===== config.mk =====
export PLATFORM = sky130hd
export DESIGN_NAME = reset_cause_flags
export DESIGN_NICKNAME = d
export VERILOG_FILES = /design/src/reset_cause_pkg.sv /design/src/reset_cause_flags.sv
export SDC_FILE = /design/constraint.sdc
export NUM_CORES = 1
export LEC_CHECK = 0
export BUFFER_PORTS_ARGS = -buffer_cell sky130_fd_sc_hd__clkbuf_2
export CORE_MARGIN = 2
export CORE_UTILIZATION = 40
export DETAILED_ROUTE_END_ITERATION = 8
export GPL_TIMING_DRIVEN = 0
export PLACE_DENSITY = 0.7
export SLEW_MARGIN = 20
export SYNTH_ARGS = -nofsm -noshare
export SYNTH_HDL_FRONTEND = slang
export SYNTH_SLANG_ARGS = --single-unit
export TNS_END_PERCENT = 5

===== constraint.sdc =====
create_clock -name aclk -period 1.8 [get_ports aclk]
set_input_delay 0.18 -clock aclk [delete_from_list [all_inputs] [get_ports aclk]]
set_output_delay 0.18 -clock aclk [all_outputs]
set_load 0.05 [all_outputs]

===== src/reset_cause_pkg.sv =====
`default_nettype none

package reset_cause_pkg;

	// ----------------------------------------------------------------
	// register indices (byte address is four times the index)
	// ----------------------------------------------------------------
	localparam logic [5:0] IDX_POWER_CONTROL = 6'h00;
	localparam logic [5:0] IDX_REFERENCE_CONTROL = 6'h04;
	localparam logic [5:0] IDX_RESET_SOURCE_FLAGS = 6'h0A;
	localparam logic [5:0] IDX_POWER_INTERRUPT_ENABLE = 6'h0E;
	localparam logic [5:0] IDX_IRQ_STATUS = 6'h20;
	localparam logic [5:0] IDX_IRQ_MASK = 6'h21;

	// ----------------------------------------------------------------
	// field positions
	// ----------------------------------------------------------------
	localparam int POS_SW_POR_TRIGGER = 3;
	localparam int POS_SW_BOR_TRIGGER = 2;
	localparam int POS_EXT_REF_OUTPUT_ENABLE = 1;
	localparam int POS_INTERNAL_REF_ENABLE = 0;
	localparam int POS_DEEP_SLEEP_WAKE_FLAG = 15;
	localparam int POS_SUPPLY_SUPERVISOR_RESET_FLAG = 13;
	localparam int POS_SW_POWER_ON_RESET_FLAG = 10;
	localparam int POS_RESET_PIN_FLAG = 9;
	localparam int POS_SW_BROWNOUT_RESET_FLAG = 8;

	// ----------------------------------------------------------------
	// implemented bits and reset values
	// ----------------------------------------------------------------
	localparam logic [15:0] FLAG_BITS = 16'hA700;
	localparam logic [15:0] REF_BITS = 16'h0003;
	localparam logic [15:0] TRIGGER_BITS = 16'h000C;
	localparam logic [15:0] FLAGS_RESET = 16'h0000;
	localparam logic [15:0] REF_RESET = 16'h0000;
	localparam logic [15:0] IRQ_RESET = 16'h0000;
	localparam logic [15:0] INT_ENABLE_READ = 16'h0000;

	// ----------------------------------------------------------------
	// bus answers
	// ----------------------------------------------------------------
	localparam logic [1:0] RESP_OKAY = 2'h0;
	localparam logic [1:0] RESP_SLVERR = 2'h2;

	// ----------------------------------------------------------------
	// carriers
	// ----------------------------------------------------------------
	// reset causes as reported by the system reset controller
	typedef struct packed {
		logic deep_sleep_exit;
		logic supervisor_trip;
		logic brownout_trip;
		logic reset_pin;
	} reset_cause_t;

	typedef struct packed {
		logic ext_ref_output_enable;
		logic internal_ref_enable;
	} ref_enable_t;

endpackage

`default_nettype wire


===== src/reset_cause_flags.sv =====
`timescale 1ns/1ps
`default_nettype none

module reset_cause_flags
	import reset_cause_pkg::*;
#(
	parameter int ADDR_W = 8
) (
	input wire logic aclk,
	input wire logic aresetn,
	input wire logic por_n,
	input wire reset_cause_t cause,
	input wire logic vector_word_read,
	input wire logic [ADDR_W-1:0] awaddr,
	input wire logic [2:0] awprot,
	input wire logic awvalid,
	output logic awready,
	input wire logic [31:0] wdata,
	input wire logic [3:0] wstrb,
	input wire logic wvalid,
	output logic wready,
	output logic [1:0] bresp,
	output logic bvalid,
	input wire logic bready,
	input wire logic [ADDR_W-1:0] araddr,
	input wire logic [2:0] arprot,
	input wire logic arvalid,
	output logic arready,
	output logic [31:0] rdata,
	output logic [1:0] rresp,
	output logic rvalid,
	input wire logic rready,
	output ref_enable_t ref_enable,
	output logic sw_por_request,
	output logic sw_bor_request,
	output logic irq
);

	// ----------------------------------------------------------------
	// helpers
	// ----------------------------------------------------------------
	function automatic logic [15:0] merge16(input logic [15:0] old, input logic [31:0] data,
			input logic [3:0] strb);
		logic [15:0] res;
		res = old;
		if (strb[0]) begin
			res[7:0] = data[7:0];
		end
		if (strb[1]) begin
			res[15:8] = data[15:8];
		end
		return res;
	endfunction

	function automatic logic is_mapped(input logic [5:0] idx);
		return idx == IDX_POWER_CONTROL || idx == IDX_REFERENCE_CONTROL ||
			idx == IDX_RESET_SOURCE_FLAGS || idx == IDX_POWER_INTERRUPT_ENABLE ||
			idx == IDX_IRQ_STATUS || idx == IDX_IRQ_MASK;
	endfunction

	// highest set flag, bit 15 first; the vector word clears one cause per read
	function automatic logic [15:0] top_flag(input logic [15:0] f);
		logic [15:0] res;
		logic found;
		res = 16'h0000;
		found = 1'b0;
		for (int i = 15; i >= 0; i--) begin
			if (f[i] && !found) begin
				res[i] = 1'b1;
				found = 1'b1;
			end
		end
		return res;
	endfunction

	// ----------------------------------------------------------------
	// state
	// ----------------------------------------------------------------
	logic aw_hold_r;
	logic [5:0] aw_idx_r;
	logic w_hold_r;
	logic [31:0] w_data_r;
	logic [3:0] w_strb_r;
	logic awready_r;
	logic wready_r;
	logic bvalid_r;
	logic [1:0] bresp_r;
	logic arready_r;
	logic rvalid_r;
	logic [31:0] rdata_r;
	logic [1:0] rresp_r;
	logic [15:0] flags_r;
	logic [15:0] ref_r;
	logic [15:0] trigger_r;
	logic [15:0] status_r;
	logic [15:0] mask_r;
	logic irq_r;

	// ----------------------------------------------------------------
	// write channel decode
	// ----------------------------------------------------------------
	wire aw_fire = awvalid && awready_r;
	wire w_fire = wvalid && wready_r;
	wire aw_hold_nxt_pre = aw_hold_r || aw_fire;
	wire w_hold_nxt_pre = w_hold_r || w_fire;
	wire wr_go = aw_hold_r && w_hold_r && !bvalid_r;
	wire b_fire = bvalid_r && bready;
	wire aw_hold_nxt = aw_hold_nxt_pre && !wr_go;
	wire w_hold_nxt = w_hold_nxt_pre && !wr_go;
	wire bvalid_nxt = wr_go || (bvalid_r && !b_fire);
	wire awready_nxt = !aw_hold_nxt && !bvalid_nxt && !aw_fire;
	wire wready_nxt = !w_hold_nxt && !bvalid_nxt && !w_fire;
	wire [1:0] bresp_nxt = is_mapped(aw_idx_r) ? RESP_OKAY : RESP_SLVERR;

	wire wr_ctl = wr_go && aw_idx_r == IDX_POWER_CONTROL;
	wire wr_ref = wr_go && aw_idx_r == IDX_REFERENCE_CONTROL;
	wire wr_flags = wr_go && aw_idx_r == IDX_RESET_SOURCE_FLAGS;
	wire wr_status = wr_go && aw_idx_r == IDX_IRQ_STATUS;
	wire wr_mask = wr_go && aw_idx_r == IDX_IRQ_MASK;

	// ----------------------------------------------------------------
	// software reset triggers
	// ----------------------------------------------------------------
	wire [15:0] ctl_wr_word = merge16(16'h0000, w_data_r, w_strb_r);
	wire sw_por_fire = wr_ctl && ctl_wr_word[POS_SW_POR_TRIGGER];
	wire sw_bor_fire = wr_ctl && ctl_wr_word[POS_SW_BOR_TRIGGER];
	// trigger bits live one cycle only, so only a read accepted in that cycle finds them set
	wire [15:0] trigger_nxt = wr_ctl ? (ctl_wr_word & TRIGGER_BITS) : 16'h0000;

	// ----------------------------------------------------------------
	// reset source flags
	// ----------------------------------------------------------------
	wire power_fail = cause.supervisor_trip || cause.brownout_trip;
	wire [15:0] flag_set = {
		cause.deep_sleep_exit,
		1'b0,
		cause.supervisor_trip,
		2'b00,
		sw_por_fire,
		cause.reset_pin,
		sw_bor_fire,
		8'h00
	};
	wire [15:0] vec_clear = vector_word_read ? top_flag(flags_r) : 16'h0000;
	wire [15:0] flags_base = wr_flags ? merge16(flags_r, w_data_r, w_strb_r) : flags_r;
	// set wins over a clear arriving in the same cycle
	wire [15:0] flags_set_applied = ((flags_base & ~vec_clear) | flag_set) & FLAG_BITS;
	// a power failure wipes the wake record even if a wake is reported with it
	wire [15:0] flags_nxt = power_fail ?
		(flags_set_applied & ~(16'h0001 << POS_DEEP_SLEEP_WAKE_FLAG)) : flags_set_applied;

	// ----------------------------------------------------------------
	// reference control and interrupt registers
	// ----------------------------------------------------------------
	wire [15:0] ref_nxt = wr_ref ? (merge16(ref_r, w_data_r, w_strb_r) & REF_BITS) : ref_r;
	wire [15:0] w1c_word = wr_status ? merge16(16'h0000, w_data_r, w_strb_r) : 16'h0000;
	wire [15:0] status_nxt = ((status_r & ~w1c_word) | flag_set) & FLAG_BITS;
	wire [15:0] mask_nxt = wr_mask ? (merge16(mask_r, w_data_r, w_strb_r) & FLAG_BITS) : mask_r;
	wire irq_nxt = |(status_r & mask_r);

	// ----------------------------------------------------------------
	// read channel decode
	// ----------------------------------------------------------------
	wire ar_fire = arvalid && arready_r;
	wire [5:0] ar_idx = araddr[7:2];
	wire rvalid_nxt = ar_fire || (rvalid_r && !rready);
	wire arready_nxt = !rvalid_nxt;
	wire [15:0] rd_word =
		ar_idx == IDX_POWER_CONTROL ? trigger_r :
		ar_idx == IDX_REFERENCE_CONTROL ? ref_r :
		ar_idx == IDX_RESET_SOURCE_FLAGS ? flags_r :
		ar_idx == IDX_POWER_INTERRUPT_ENABLE ? INT_ENABLE_READ :
		ar_idx == IDX_IRQ_STATUS ? status_r :
		ar_idx == IDX_IRQ_MASK ? mask_r : 16'h0000;
	wire [1:0] rresp_nxt = is_mapped(ar_idx) ? RESP_OKAY : RESP_SLVERR;

	// ----------------------------------------------------------------
	// bus registers
	// ----------------------------------------------------------------
	always_ff @(posedge aclk) begin
		if (!aresetn) begin
			aw_hold_r <= 1'b0;
			w_hold_r <= 1'b0;
			awready_r <= 1'b0;
			wready_r <= 1'b0;
			bvalid_r <= 1'b0;
			bresp_r <= RESP_OKAY;
		end else begin
			aw_hold_r <= aw_hold_nxt;
			w_hold_r <= w_hold_nxt;
			awready_r <= awready_nxt;
			wready_r <= wready_nxt;
			bvalid_r <= bvalid_nxt;
			if (wr_go) begin
				bresp_r <= bresp_nxt;
			end
		end
	end

	always_ff @(posedge aclk) begin
		if (aw_fire) begin
			aw_idx_r <= awaddr[7:2];
		end
		if (w_fire) begin
			w_data_r <= wdata;
			w_strb_r <= wstrb;
		end
	end

	always_ff @(posedge aclk) begin
		if (!aresetn) begin
			arready_r <= 1'b0;
			rvalid_r <= 1'b0;
			rdata_r <= 32'h00000000;
			rresp_r <= RESP_OKAY;
		end else begin
			arready_r <= arready_nxt;
			rvalid_r <= rvalid_nxt;
			if (ar_fire) begin
				rdata_r <= {16'h0000, rd_word};
				rresp_r <= rresp_nxt;
			end
		end
	end

	// ----------------------------------------------------------------
	// block registers
	// ----------------------------------------------------------------
	// flags sit on the power-on reset only, so the system reset leaves them
	always_ff @(posedge aclk) begin
		if (!por_n) begin
			flags_r <= FLAGS_RESET;
		end else begin
			flags_r <= flags_nxt;
		end
	end

	always_ff @(posedge aclk) begin
		if (!aresetn) begin
			ref_r <= REF_RESET;
			trigger_r <= 16'h0000;
			status_r <= IRQ_RESET;
			mask_r <= IRQ_RESET;
			irq_r <= 1'b0;
		end else begin
			ref_r <= ref_nxt;
			trigger_r <= trigger_nxt;
			status_r <= status_nxt;
			mask_r <= mask_nxt;
			irq_r <= irq_nxt;
		end
	end

	// ----------------------------------------------------------------
	// outputs
	// ----------------------------------------------------------------
	assign awready = awready_r;
	assign wready = wready_r;
	assign bvalid = bvalid_r;
	assign bresp = bresp_r;
	assign arready = arready_r;
	assign rvalid = rvalid_r;
	assign rdata = rdata_r;
	assign rresp = rresp_r;
	// one assignment for the whole carrier, so no field has a second driver
	assign ref_enable = {ref_r[POS_EXT_REF_OUTPUT_ENABLE], ref_r[POS_INTERNAL_REF_ENABLE]};
	assign sw_por_request = trigger_r[POS_SW_POR_TRIGGER];
	assign sw_bor_request = trigger_r[POS_SW_BOR_TRIGGER];
	assign irq = irq_r;

	// ----------------------------------------------------------------
	// assertions
	// ----------------------------------------------------------------
	AST_EXT_REF: assert property (@(posedge aclk) disable iff (!aresetn)
		wr_ref && w_strb_r[0] |=> ref_enable.ext_ref_output_enable == $past(w_data_r[1]))
		else $error("external reference enable does not follow write");

	AST_INT_REF: assert property (@(posedge aclk) disable iff (!aresetn)
		!wr_ref |=> ref_enable.internal_ref_enable == $past(ref_enable.internal_ref_enable))
		else $error("internal reference enable changed without a write");

	AST_IE_ZERO: assert property (@(posedge aclk) disable iff (!aresetn)
		ar_fire && ar_idx == IDX_POWER_INTERRUPT_ENABLE |=> rvalid && rdata == 32'h00000000)
		else $error("interrupt enable register read nonzero");

	AST_WAKE_SET: assert property (@(posedge aclk) disable iff (!por_n)
		$rose(flags_r[POS_DEEP_SLEEP_WAKE_FLAG]) && !$past(wr_flags) |-> $past(cause.deep_sleep_exit))
		else $error("wake flag set without deep sleep exit");

	AST_WAKE_CLR: assert property (@(posedge aclk) disable iff (!por_n)
		power_fail |=> !flags_r[POS_DEEP_SLEEP_WAKE_FLAG])
		else $error("power failure did not clear wake flag");

	AST_SUPERVISOR: assert property (@(posedge aclk) disable iff (!por_n)
		cause.supervisor_trip |=> flags_r[POS_SUPPLY_SUPERVISOR_RESET_FLAG])
		else $error("supervisor flag not set");

	AST_SW_POR: assert property (@(posedge aclk) disable iff (!aresetn || !por_n)
		sw_por_fire |=> flags_r[POS_SW_POWER_ON_RESET_FLAG] && sw_por_request ##1 !sw_por_request)
		else $error("software power-on reset flag or pulse wrong");

	AST_PIN: assert property (@(posedge aclk) disable iff (!por_n)
		$rose(flags_r[POS_RESET_PIN_FLAG]) && !$past(wr_flags) |-> $past(cause.reset_pin))
		else $error("pin flag set without pin reset");

	AST_SW_BOR: assert property (@(posedge aclk) disable iff (!aresetn || !por_n)
		sw_bor_fire |=> flags_r[POS_SW_BROWNOUT_RESET_FLAG] && sw_bor_request ##1 !sw_bor_request)
		else $error("software brownout flag or pulse wrong");

	AST_VEC_CLR: assert property (@(posedge aclk) disable iff (!por_n)
		vector_word_read && flags_r[POS_RESET_PIN_FLAG] && !cause.reset_pin &&
		(flags_r & 16'hFC00) == 16'h0000 && !wr_flags |=> !flags_r[POS_RESET_PIN_FLAG])
		else $error("vector word read did not clear pin flag");

	AST_RSVD: assert property (@(posedge aclk) disable iff (!por_n)
		(flags_r & ~FLAG_BITS) == 16'h0000)
		else $error("reserved flag bit set");

	AST_KEEP: assert property (@(posedge aclk) disable iff (!por_n)
		!aresetn && flag_set == 16'h0000 && !vector_word_read && !power_fail |=> flags_r == $past(flags_r))
		else $error("flags lost during system reset");

endmodule

`default_nettype wire


### Word level (Yosys, flattened, before mapping)

Cells that the tools add are included.

* divide/modulo/power cells: 0
* reductions and logical operators: 83
* $add $sub $neg: 0
* multiply operators: 0
* muxes and demuxes: 45
* bitwise operators: 8
* equal/unequal tests: 10
* order comparisons: 0
* shift-type cells: 0

Operator list (count)
* $mux W16: 9
* $and A16 B16 Y16: 3
* $logic_and A1 B1 Y1: 36
* $mux W8: 4
* $not A16 Y16: 2
* $or A16 B16 Y16: 2
* $mux W1: 30
* $logic_not A1 Y1: 25
* $eq A6 B4 Y1 const B: 4
* $eq A6 B6 Y1 const B: 4
* $reduce_or A16 Y1: 1
* $logic_or A1 B1 Y1: 15
* $eq A6 B3 Y1 const B: 2
* $logic_not A6 Y1: 2
* $reduce_and A2 Y1: 3
* $mux W2: 2
* $reduce_or A2 Y1: 1
* $not A1 Y1: 1

* logic and storage cells: 168
* bits of input ports: 71
* RAM bits: 0
* output and inout bits: 46
* memories: 0
* ROM bits: 0
* register bits: 107
* latch bits: 0

### Depth between registers and ports, before layout

Gate-level depths: netlist of run 1.

* depth in word-level cells: 50
* mapped depth: 5
* gate-level depth less buffers: 4

### Worst setup path after synthesis of run 1

Ideal clock, no wire load.

* path type: register to register
* from: register bvalid_r, in the netlist bvalid
* to: register flags_r[8]
* data arrival time: 1.669 ns
* period minus slack after synthesis: 1.727 ns
* setup slack: 0.073 ns
* cell stages (with the launch flop): 6
* data required time: 1.742 ns
* cell sequence: dfxtp_1 and4bb_1 buf_2 and4_1 a221oi_1 o21a_1

* cells in the longest elaborated chain, start to end: 6
* elaborated cells between the ends (all ways): 8

RTL lines
* from (decl): RTL line reset_cause_flags.sv:86 `logic bvalid_r;`
* from (signal assigned): RTL line reset_cause_flags.sv:193 `bvalid_r <= bvalid_nxt;`
* $logic_not A1 Y1 (*): RTL line reset_cause_flags.sv:106 `wire wr_go = aw_hold_r && w_hold_r && !bvalid_r;`
* $logic_and A1 B1 Y1 (*): RTL line reset_cause_flags.sv:106
* $logic_and A1 B1 Y1: RTL line reset_cause_flags.sv:117 `wire wr_flags = wr_go && aw_idx_r == IDX_RESET_SOURCE_FLAGS;`
* $mux W16: RTL line reset_cause_flags.sv:145 `wire [15:0] flags_base = wr_flags ? merge16(flags_r, w_data_r, w_strb_r) : flags_r;`
* $and A16 B16 Y16: RTL line reset_cause_flags.sv:147 `wire [15:0] flags_set_applied = ((flags_base & ~vec_clear) | flag_set) & FLAG_BITS;`
* $or A16 B16 Y16 (*): RTL line reset_cause_flags.sv:147
* to (signal assigned): RTL line reset_cause_flags.sv:234 `flags_r <= flags_nxt;`
* to (decl): RTL line reset_cause_flags.sv:92 `logic [15:0] flags_r;`

Every way passes the cells marked *; elsewhere a longest branch is shown, timed or not.
A chain may end at the register's enable or synchronous reset.

### Final worst setup path of run 1

* from: register aw_idx_r[2]
* to: register flags_r[13]

* cells in the longest elaborated chain, start to end: 5

RTL lines
* from (decl): RTL line reset_cause_flags.sv:80 `logic [5:0] aw_idx_r;`
* from (signal assigned): RTL line reset_cause_flags.sv:202 `aw_idx_r <= awaddr[7:2];`
* $eq A6 B4 Y1: RTL line reset_cause_flags.sv:117
* $logic_and A1 B1 Y1: RTL line reset_cause_flags.sv:117
* $mux W16: RTL line reset_cause_flags.sv:145
* $and A16 B16 Y16: RTL line reset_cause_flags.sv:147
* $or A16 B16 Y16: RTL line reset_cause_flags.sv:147

No other way between the ends.

==> results.rst, run 1 <==
.. list-table::
   :header-rows: 1

   * - Metric
     - Value
   * - Outcome
     - completed
   * - Maximum number of pins on one net before global-route repair
     - 18
   * - Seq/Total Area, Yosys
     - 0.504
   * - Library cell with the largest summed area after synthesis
     - sky130_fd_sc_hd__dfxtp_1
   * - Area of the die
     - 6960 um2
   * - CP max stage delay
     - 0.52 ns
   * - Crit-path slowest cell
     - sky130_fd_sc_hd__edfxtp_1
   * - Routed vias
     - 2024
   * - Net switching power figure
     - 677 uW
   * - Class of the most critical hold timing path
     - in2reg
   * - Post-route DRC
     - 0
   * - Layout overhead on the synthesized area
     - 23.9%
   * - Global-route met3 utilization
     - 0.0398
   * - Top-level port count
     - 117
   * - Yosys warns
     - 0
   * - Area contributors post-synth
     - sky130_fd_sc_hd__dfxtp_1, sky130_fd_sc_hd__edfxtp_1, sky130_fd_sc_hd__buf_4, sky130_fd_sc_hd__nand2_1, sky130_fd_sc_hd__nor3_1
   * - Initial Util
     - 0.421
   * - Post-route fraction of the period consumed by the critical path
     - 0.924
   * - Root Buffer
     - sky130_fd_sc_hd__clkbuf_8
   * - Combinational group share of total power
     - 0.137
   * - Total clock sinks
     - 55
   * - Netlist Area Pre-Place
     - 2520 um2
   * - Chip width
     - 83.4 um
   * - Detailed-placement wirelength estimate
     - 4040 um
   * - Post-synthesis average cell area
     - 10.2 um2
   * - First-pass detailed-route iteration total
     - 4
   * - Clock share of power
     - 0.356
   * - NumNets Final
     - 405
   * - Number of instances in the synthesized netlist
     - between 200 and 250
   * - Post-CTS setup buffers
     - 1
   * - CTS hold repair buffers
     - 0
   * - Flop pwr share
     - 0.507
   * - Most common flop cell mapped by yosys
     - sky130_fd_sc_hd__dfxtp_1
   * - Clock latency of the later-clocked register in the worst-skew pair
     - 0.30 ns
   * - Setup_tns
     - 0 ns
   * - Register bit count reported by yosys
     - 55
   * - Power per cell area
     - 855 nW/um2
   * - Endpoint type of the worst setup path
     - flip-flop
   * - Number of failing setup endpoints in the final timing report
     - 0
   * - Proportion of synthesized flip-flops having asynchronous set or reset
     - 0
   * - Average wire per cell in the routed design
     - between 10 and 15 um
   * - Largest clock skew in the final design
     - just over 0.003 ns
   * - Unrepaired setup endpoints after global routing
     - no
   * - Routability Congestion
     - 0.828
   * - Post-detailed-route via-to-cell ratio
     - slightly below 5
   * - Worst rel slew slack
     - 0.632
   * - CTS Buf Count
     - 5
   * - Minimum clock period after layout
     - roughly 1.7 ns
   * - DRT iter0 DRCs
     - 101
   * - Leakage power
     - 0.00135 uW
   * - Arrival time worst endpoint
     - 1.89 ns
   * - Unique masters post-synth
     - 55
   * - Global-route congestion overflow total
     - 0
   * - CTS clock-pin slew for the worst setup and hold paths
     - 0.09 ns
   * - First-pass GRT wire length
     - 8780 um
   * - Layout cells sized above 1
     - 0.310
   * - CP bufs+invs
     - 0
   * - Overall track demand over capacity in global routing
     - 0.153
   * - Int Pwr
     - between 1500 and 2000 uW
   * - Met2 layer usage reported by global route
     - 0.247
   * - Max-cap check violation count
     - 0
   * - Highest-utilization routing layer at the global route stage
     - met2
   * - Sw Share
     - 0.253
   * - Clock tree from TritonCTS
     - built
   * - Largest vdd supply drop
     - 0.000369 V
   * - Number of antenna repair diodes
     - 0
   * - Count of nets left with antenna violations after detail routing
     - 0
   * - Die height
     - approximately 83 um
   * - Antenna violations before repair
     - 0
   * - Highest fanout seen on the critical path
     - 7
   * - H-tree levels
     - 2
   * - Cell family contributing the most delay on the critical path
     - simple AND/OR/NAND/NOR gates
   * - Total of buffers placed on input and output ports
     - 55
   * - Data required time of the worst path
     - 2.03 ns
   * - Category of the most critical setup path
     - reg2reg
   * - Vias in the first global route
     - between 1500 and 2000
   * - Area share of the largest cell type after synthesis
     - 0.302
   * - Most common cell after layout, fill and taps aside
     - sky130_fd_sc_hd__clkbuf_2
   * - Met1 layer usage reported by global route
     - 0.205
   * - Post-synth EDFFs
     - 17
   * - CTS Buffer Depth
     - 2
   * - Post_cts resized
     - 0
   * - Transition time at the pin with the least slew margin
     - 0.552 ns
   * - Count of final max-slew check failures
     - 0
   * - Top library cells by usage in the layout, fill and taps aside
     - sky130_fd_sc_hd__clkbuf_2, sky130_fd_sc_hd__dfxtp_1, sky130_fd_sc_hd__buf_4
   * - Wirelength, routed
     - 5100 um
   * - Final Hold Vio Count
     - 0
   * - Kind of start point of the critical path
     - flip-flop
   * - Rows
     - 28
   * - Sequence of cells on the critical path
     - nor4b_4 -> and4_1 -> nor3_1 -> nor4b_2
   * - Core region area
     - 5990 um2
   * - FMAX
     - roughly 600 MHz
   * - Final Hold Slack
     - 0.0422 ns
## cell type report
class | instances | area, um2
buffer | 32 | 223
clock buffer | 5 | 68.8
clock inverter | 3 | 67.6
fill | 575 | 2870
inverter | 6 | 22.5
multi-input combinational | 178 | 1100
sequential | 55 | 1270
tap | 75 | 93.8
timing repair buffer | 56 | 283
## state kept, by name (all words and copies together) (netlist names)
signal     flops
rdata          9
w_data_r       9
aw_idx_r       6
flags_r        5
mask_r         5
status_r       5
ref_r          2
trigger_r      2
w_strb_r       2
arready        1
aw_hold_r      1
awready        1
bresp          1
bvalid         1
irq            1
rresp          1
rvalid         1
w_hold_r       1
wready         1
## logic make-up (layout without fill, tap and decap cells)
family	Yosys count	after routing	synth area share
AOI/OAI and AO/OA	45	45	0.120
xor gates and xnor gates	1	1	0.00347
buffers and inverters	38	102	0.0972
DFF	55	55	0.504
muxes	2	2	0.00794
other	1	25	0.00149
and+or+nand+nor	105	105	0.266
## metrics by stage
step,total power [uW],worst slack [ns],area (um2),instances,utilization
after global routing,2780,0.0134,3130,410,0.522
after CTS,2690,0.141,3130,410,0.522
after global placement,1740,0.0814,2980,401,0.498
final,2670,0.137,3130,410,0.522
after floorplan,1660,0.0726,2610,271,-
after detailed placement,1750,0.0115,2980,401,0.498
## routing by layer
layer,share of wire,vias to the layer above
li1,-,1029
met5,0,-
met1,0.44,906
met2,0.46,84
met4,0.011,0
met3,0.093,5
## Yosys cell counts (2+ instances only)
cell type                  instances
sky130_fd_sc_hd__or2_2             2
sky130_fd_sc_hd__a21boi_1          6
sky130_fd_sc_hd__mux2i_1           2
sky130_fd_sc_hd__o21ai_0          12
sky130_fd_sc_hd__nand3_1          10
sky130_fd_sc_hd__dfxtp_1          38
sky130_fd_sc_hd__edfxtp_1         17
sky130_fd_sc_hd__a31oi_1           3
sky130_fd_sc_hd__o21a_1            2
sky130_fd_sc_hd__a41oi_1           2
sky130_fd_sc_hd__a21boi_0          3
sky130_fd_sc_hd__nor2_1           11
sky130_fd_sc_hd__nand2b_1          3
sky130_fd_sc_hd__inv_1             6
sky130_fd_sc_hd__nor3b_1           3
sky130_fd_sc_hd__a21oi_1           2
sky130_fd_sc_hd__o31ai_1           3
sky130_fd_sc_hd__or3b_1            2
sky130_fd_sc_hd__nor3_1           12
sky130_fd_sc_hd__nor4b_1           5
sky130_fd_sc_hd__nor4bb_1          2
sky130_fd_sc_hd__and2_1            4
sky130_fd_sc_hd__nand2_1          20
sky130_fd_sc_hd__nand4_1           4
sky130_fd_sc_hd__clkbuf_1          5
sky130_fd_sc_hd__nor2b_1           2
sky130_fd_sc_hd__o21ai_1           3
sky130_fd_sc_hd__a211oi_1          3
sky130_fd_sc_hd__and3_1            8
sky130_fd_sc_hd__nor4b_2           3
sky130_fd_sc_hd__buf_4            25
## path summary, 6_finish.rpt
kind	startpoint	slack [ns]	end	cells past startpoint
max	aw_idx_r[2]	0.14	flags_r[13]	4
min	awaddr[2]	0.04	aw_idx_r[0]	1
max reg2reg	aw_idx_r[2]	0.14	flags_r[13]	4
min reg2reg	rdata[8]	0.46	rdata[8]	2
## power groups by stage
stage / Clock, uW / Combinational, uW / Sequential, uW
finish: 951 / 365 / 1360
global route: 1020 / 394 / 1360
CTS: 974 / 364 / 1360
detailed placement: 0 / 364 / 1380
global placement: 0 / 360 / 1380
floorplan: 0 / 247 / 1410
Power figures use the tool's default switching activity.
==> inputs of run 2 (changes only) <==
- CORE_UTILIZATION: 40 -> 30
- PLACE_DENSITY: 0.7 -> default
==> run 2 against run 1 <==
  * Count of clock-buffer cells in the layout increased by 1
  * Cell count is 7.3% higher
  * Setup slack gained 0.032 ns
  * Total power up 0.30%
  * Register-to-register slack better by 0.03 ns
==> results.rst, run 2 (synthesis gave the netlist of run 1 again) <==
.. list-table::
   :header-rows: 1

   * - Metric
     - Value
   * - Worst rel slew slack
     - 0.612
   * - R2R cell count
     - 4
   * - Post-route worst setup slack
     - 0.169 ns
   * - Wirelength, routed
     - around 5400 um
   * - Post-route fraction of the period consumed by the critical path
     - 0.906
   * - Area of the die
     - between 9000 and 10000 um2
   * - Crit-path slowest cell
     - sky130_fd_sc_hd__edfxtp_1
   * - Start point of the worst hold path
     - wdata[13]
   * - Layout cells sized above 1
     - 0.310
   * - CTS hold repair buffers
     - 0
   * - Rows
     - 33
   * - Routability Congestion
     - slightly below 0.8
   * - NumNets Final
     - between 400 and 500
   * - H-tree levels
     - 2
   * - Post-route DRC
     - 0
   * - Category of the most critical setup path
     - reg2reg
   * - Number of failing setup endpoints in the final timing report
     - 0
   * - Maximum number of pins on one net before global-route repair
     - 17
   * - Setup_tns
     - 0 ns
   * - Kind of start point of the critical path
     - flip-flop
   * - Clock latency of the later-clocked register in the worst-skew pair
     - 0.31 ns
   * - Overall track demand over capacity in global routing
     - 0.127
   * - Count of nets left with antenna violations after detail routing
     - 0
   * - Dpl cells
     - between 400 and 500
   * - Outcome
     - completed
   * - Chip width
     - 95.7 um
   * - First-pass GRT wire length
     - 9110 um
   * - Worst reg2reg path endpoint
     - flags_r[13]
   * - Endpoint with the worst hold slack
     - w_data_r[13]
   * - Largest clock skew in the final design
     - 0.00964 ns
   * - Fill cell count
     - around 840
   * - Cell family contributing the most delay on the critical path
     - simple AND/OR/NAND/NOR gates
   * - Core region area
     - 8180 um2
   * - Top library cells by usage in the layout, fill and taps aside
     - sky130_fd_sc_hd__clkbuf_2, sky130_fd_sc_hd__dfxtp_1, sky130_fd_sc_hd__buf_4
   * - CP max stage delay
     - around 0.54 ns
   * - Routed vias
     - 1999
   * - Post-detailed-route via-to-cell ratio
     - about 4.5
   * - Detailed-placement wirelength estimate
     - about 4300 um
   * - Top-level port count
     - 117
   * - Count of final max-slew check failures
     - 0
   * - DP Worst Slack
     - 0.0509 ns
   * - Transition time at the pin with the least slew margin
     - about 0.58 ns
   * - CTS clock-pin slew for the worst setup and hold paths
     - 0.10 ns
   * - Most common cell after layout, fill and taps aside
     - sky130_fd_sc_hd__clkbuf_2
   * - Layout overhead on the synthesized area
     - 25.6%
   * - Antenna violations before repair
     - 0
   * - Number of antenna repair diodes
     - 0
   * - Arrival time worst endpoint
     - 1.87 ns
   * - First-pass detailed-route iteration total
     - 4
   * - Endpoint type of the worst setup path
     - flip-flop
   * - Global-route congestion overflow total
     - 0
   * - Power per cell area
     - 845 nW/um2
   * - Overall Power
     - approximately 2700 uW
   * - CTS Buffer Depth
     - 2
   * - Total clock sinks
     - 55
   * - CP bufs+invs
     - 0
   * - CTS Buf Count
     - 5
   * - Highest fanout seen on the critical path
     - 7
   * - Max-cap check violation count
     - 0
   * - Startpoint of the lowest-slack register-to-register path
     - aw_idx_r[2]
   * - Post-placement cell area
     - between 3000 and 4000 um2
   * - Final std cell area, no fill
     - 3170 um2
   * - FMAX
     - 613 MHz
   * - Vias in the first global route
     - 1867
   * - Data required time of the worst path
     - 2.04 ns
   * - Die height
     - roughly 96 um
   * - Class of the most critical hold timing path
     - in2reg
   * - Final standard cell count with taps included and fillers excluded
     - 440
   * - Clock tree from TritonCTS
     - built
   * - Total of buffers placed on input and output ports
     - 55
   * - Leakage power
     - 0.00136 uW
   * - Sequence of cells on the critical path
     - nor4b_4 -> and4_2 -> nor3_1 -> nor4b_2
   * - Average wire per cell in the routed design
     - ~12 um
   * - Cell depth of the worst hold path
     - 1
   * - Largest vdd supply drop
     - ~0.0004 V
   * - Unrepaired setup endpoints after global routing
     - no
   * - Minimum clock period after layout
     - 1.63 ns
   * - DRT iter0 DRCs
     - between 90 and 100
   * - Final Hold Vio Count
     - 0
   * - Initial Util
     - 0.309
   * - Root Buffer
     - sky130_fd_sc_hd__clkbuf_8
   * - R2R setup slack
     - 0.17 ns
[run 2: cell count changes in the layout (fill, tap and decap cells not counted), sizes merged]
cell,before,now
clkbuf,65,66
clkinvlp,1,0
[run 2: timing repair]
action                                  4_1_cts  5_1_grt
endpoints found under the setup margin        0        5
endpoints found under the hold margin         0        0
gates resized for setup                       0        2
setup buffers                                 0        1
[run 2: final cells by class]
class	count	area [um2]	area share
flip-flops and latches	55	1270	0.401
multi-input cells	178	1110	0.349
repair buffers	56	283	0.0892
plain buffers	32	223	0.0703
well taps	105	131	0.0415
clock buffers	6	72.6	0.0229
clock inverters	2	60.1	0.0189
inverters	6	22.5	0.00711
[run 2: where the power goes]
group / internal [uW] / total, uW / switching [uW] / leakage [uW]
sequential: 1320 / 1360 / 33.7 / 0.000467
clock: 556 / 956 / 400 / 0.0000654
combinational: 119 / 367 / 249 / 0.000827
[run 2: how the worst max path moves through the flow]
stage                      from          end  slack, ns  cells past startpoint
detailed placement  aw_idx_r[2]   mask_r[13]       0.05                      4
finish              aw_idx_r[2]  flags_r[13]       0.17                      4
floorplan                bvalid   flags_r[8]       0.07                      5
global route        aw_idx_r[2]  flags_r[13]       0.03                      4
CTS                 aw_idx_r[2]    mask_r[8]       0.03                      4
global placement    aw_idx_r[3]   mask_r[15]       0.08                      5
[run 2: per-layer routing]
layer | part of all wire | wire length, um | GRT usage
met3 | 0.072 | 386 | 0.0235
met2 | 0.44 | 2360 | 0.195
met4 | 0.011 | 60 | 0.0429
met1 | 0.48 | 2580 | 0.180
met5 | 0 | 0 | 0
[run 2: stage by stage]
step / hold WS [ns] / util
floorplan: 0.279 / -
global placement: 0.357 / 0.369
detailed placement: 0.359 / 0.369
CTS: 0.0296 / 0.386
global route: 0.0280 / 0.388
finish: 0.0333 / 0.388
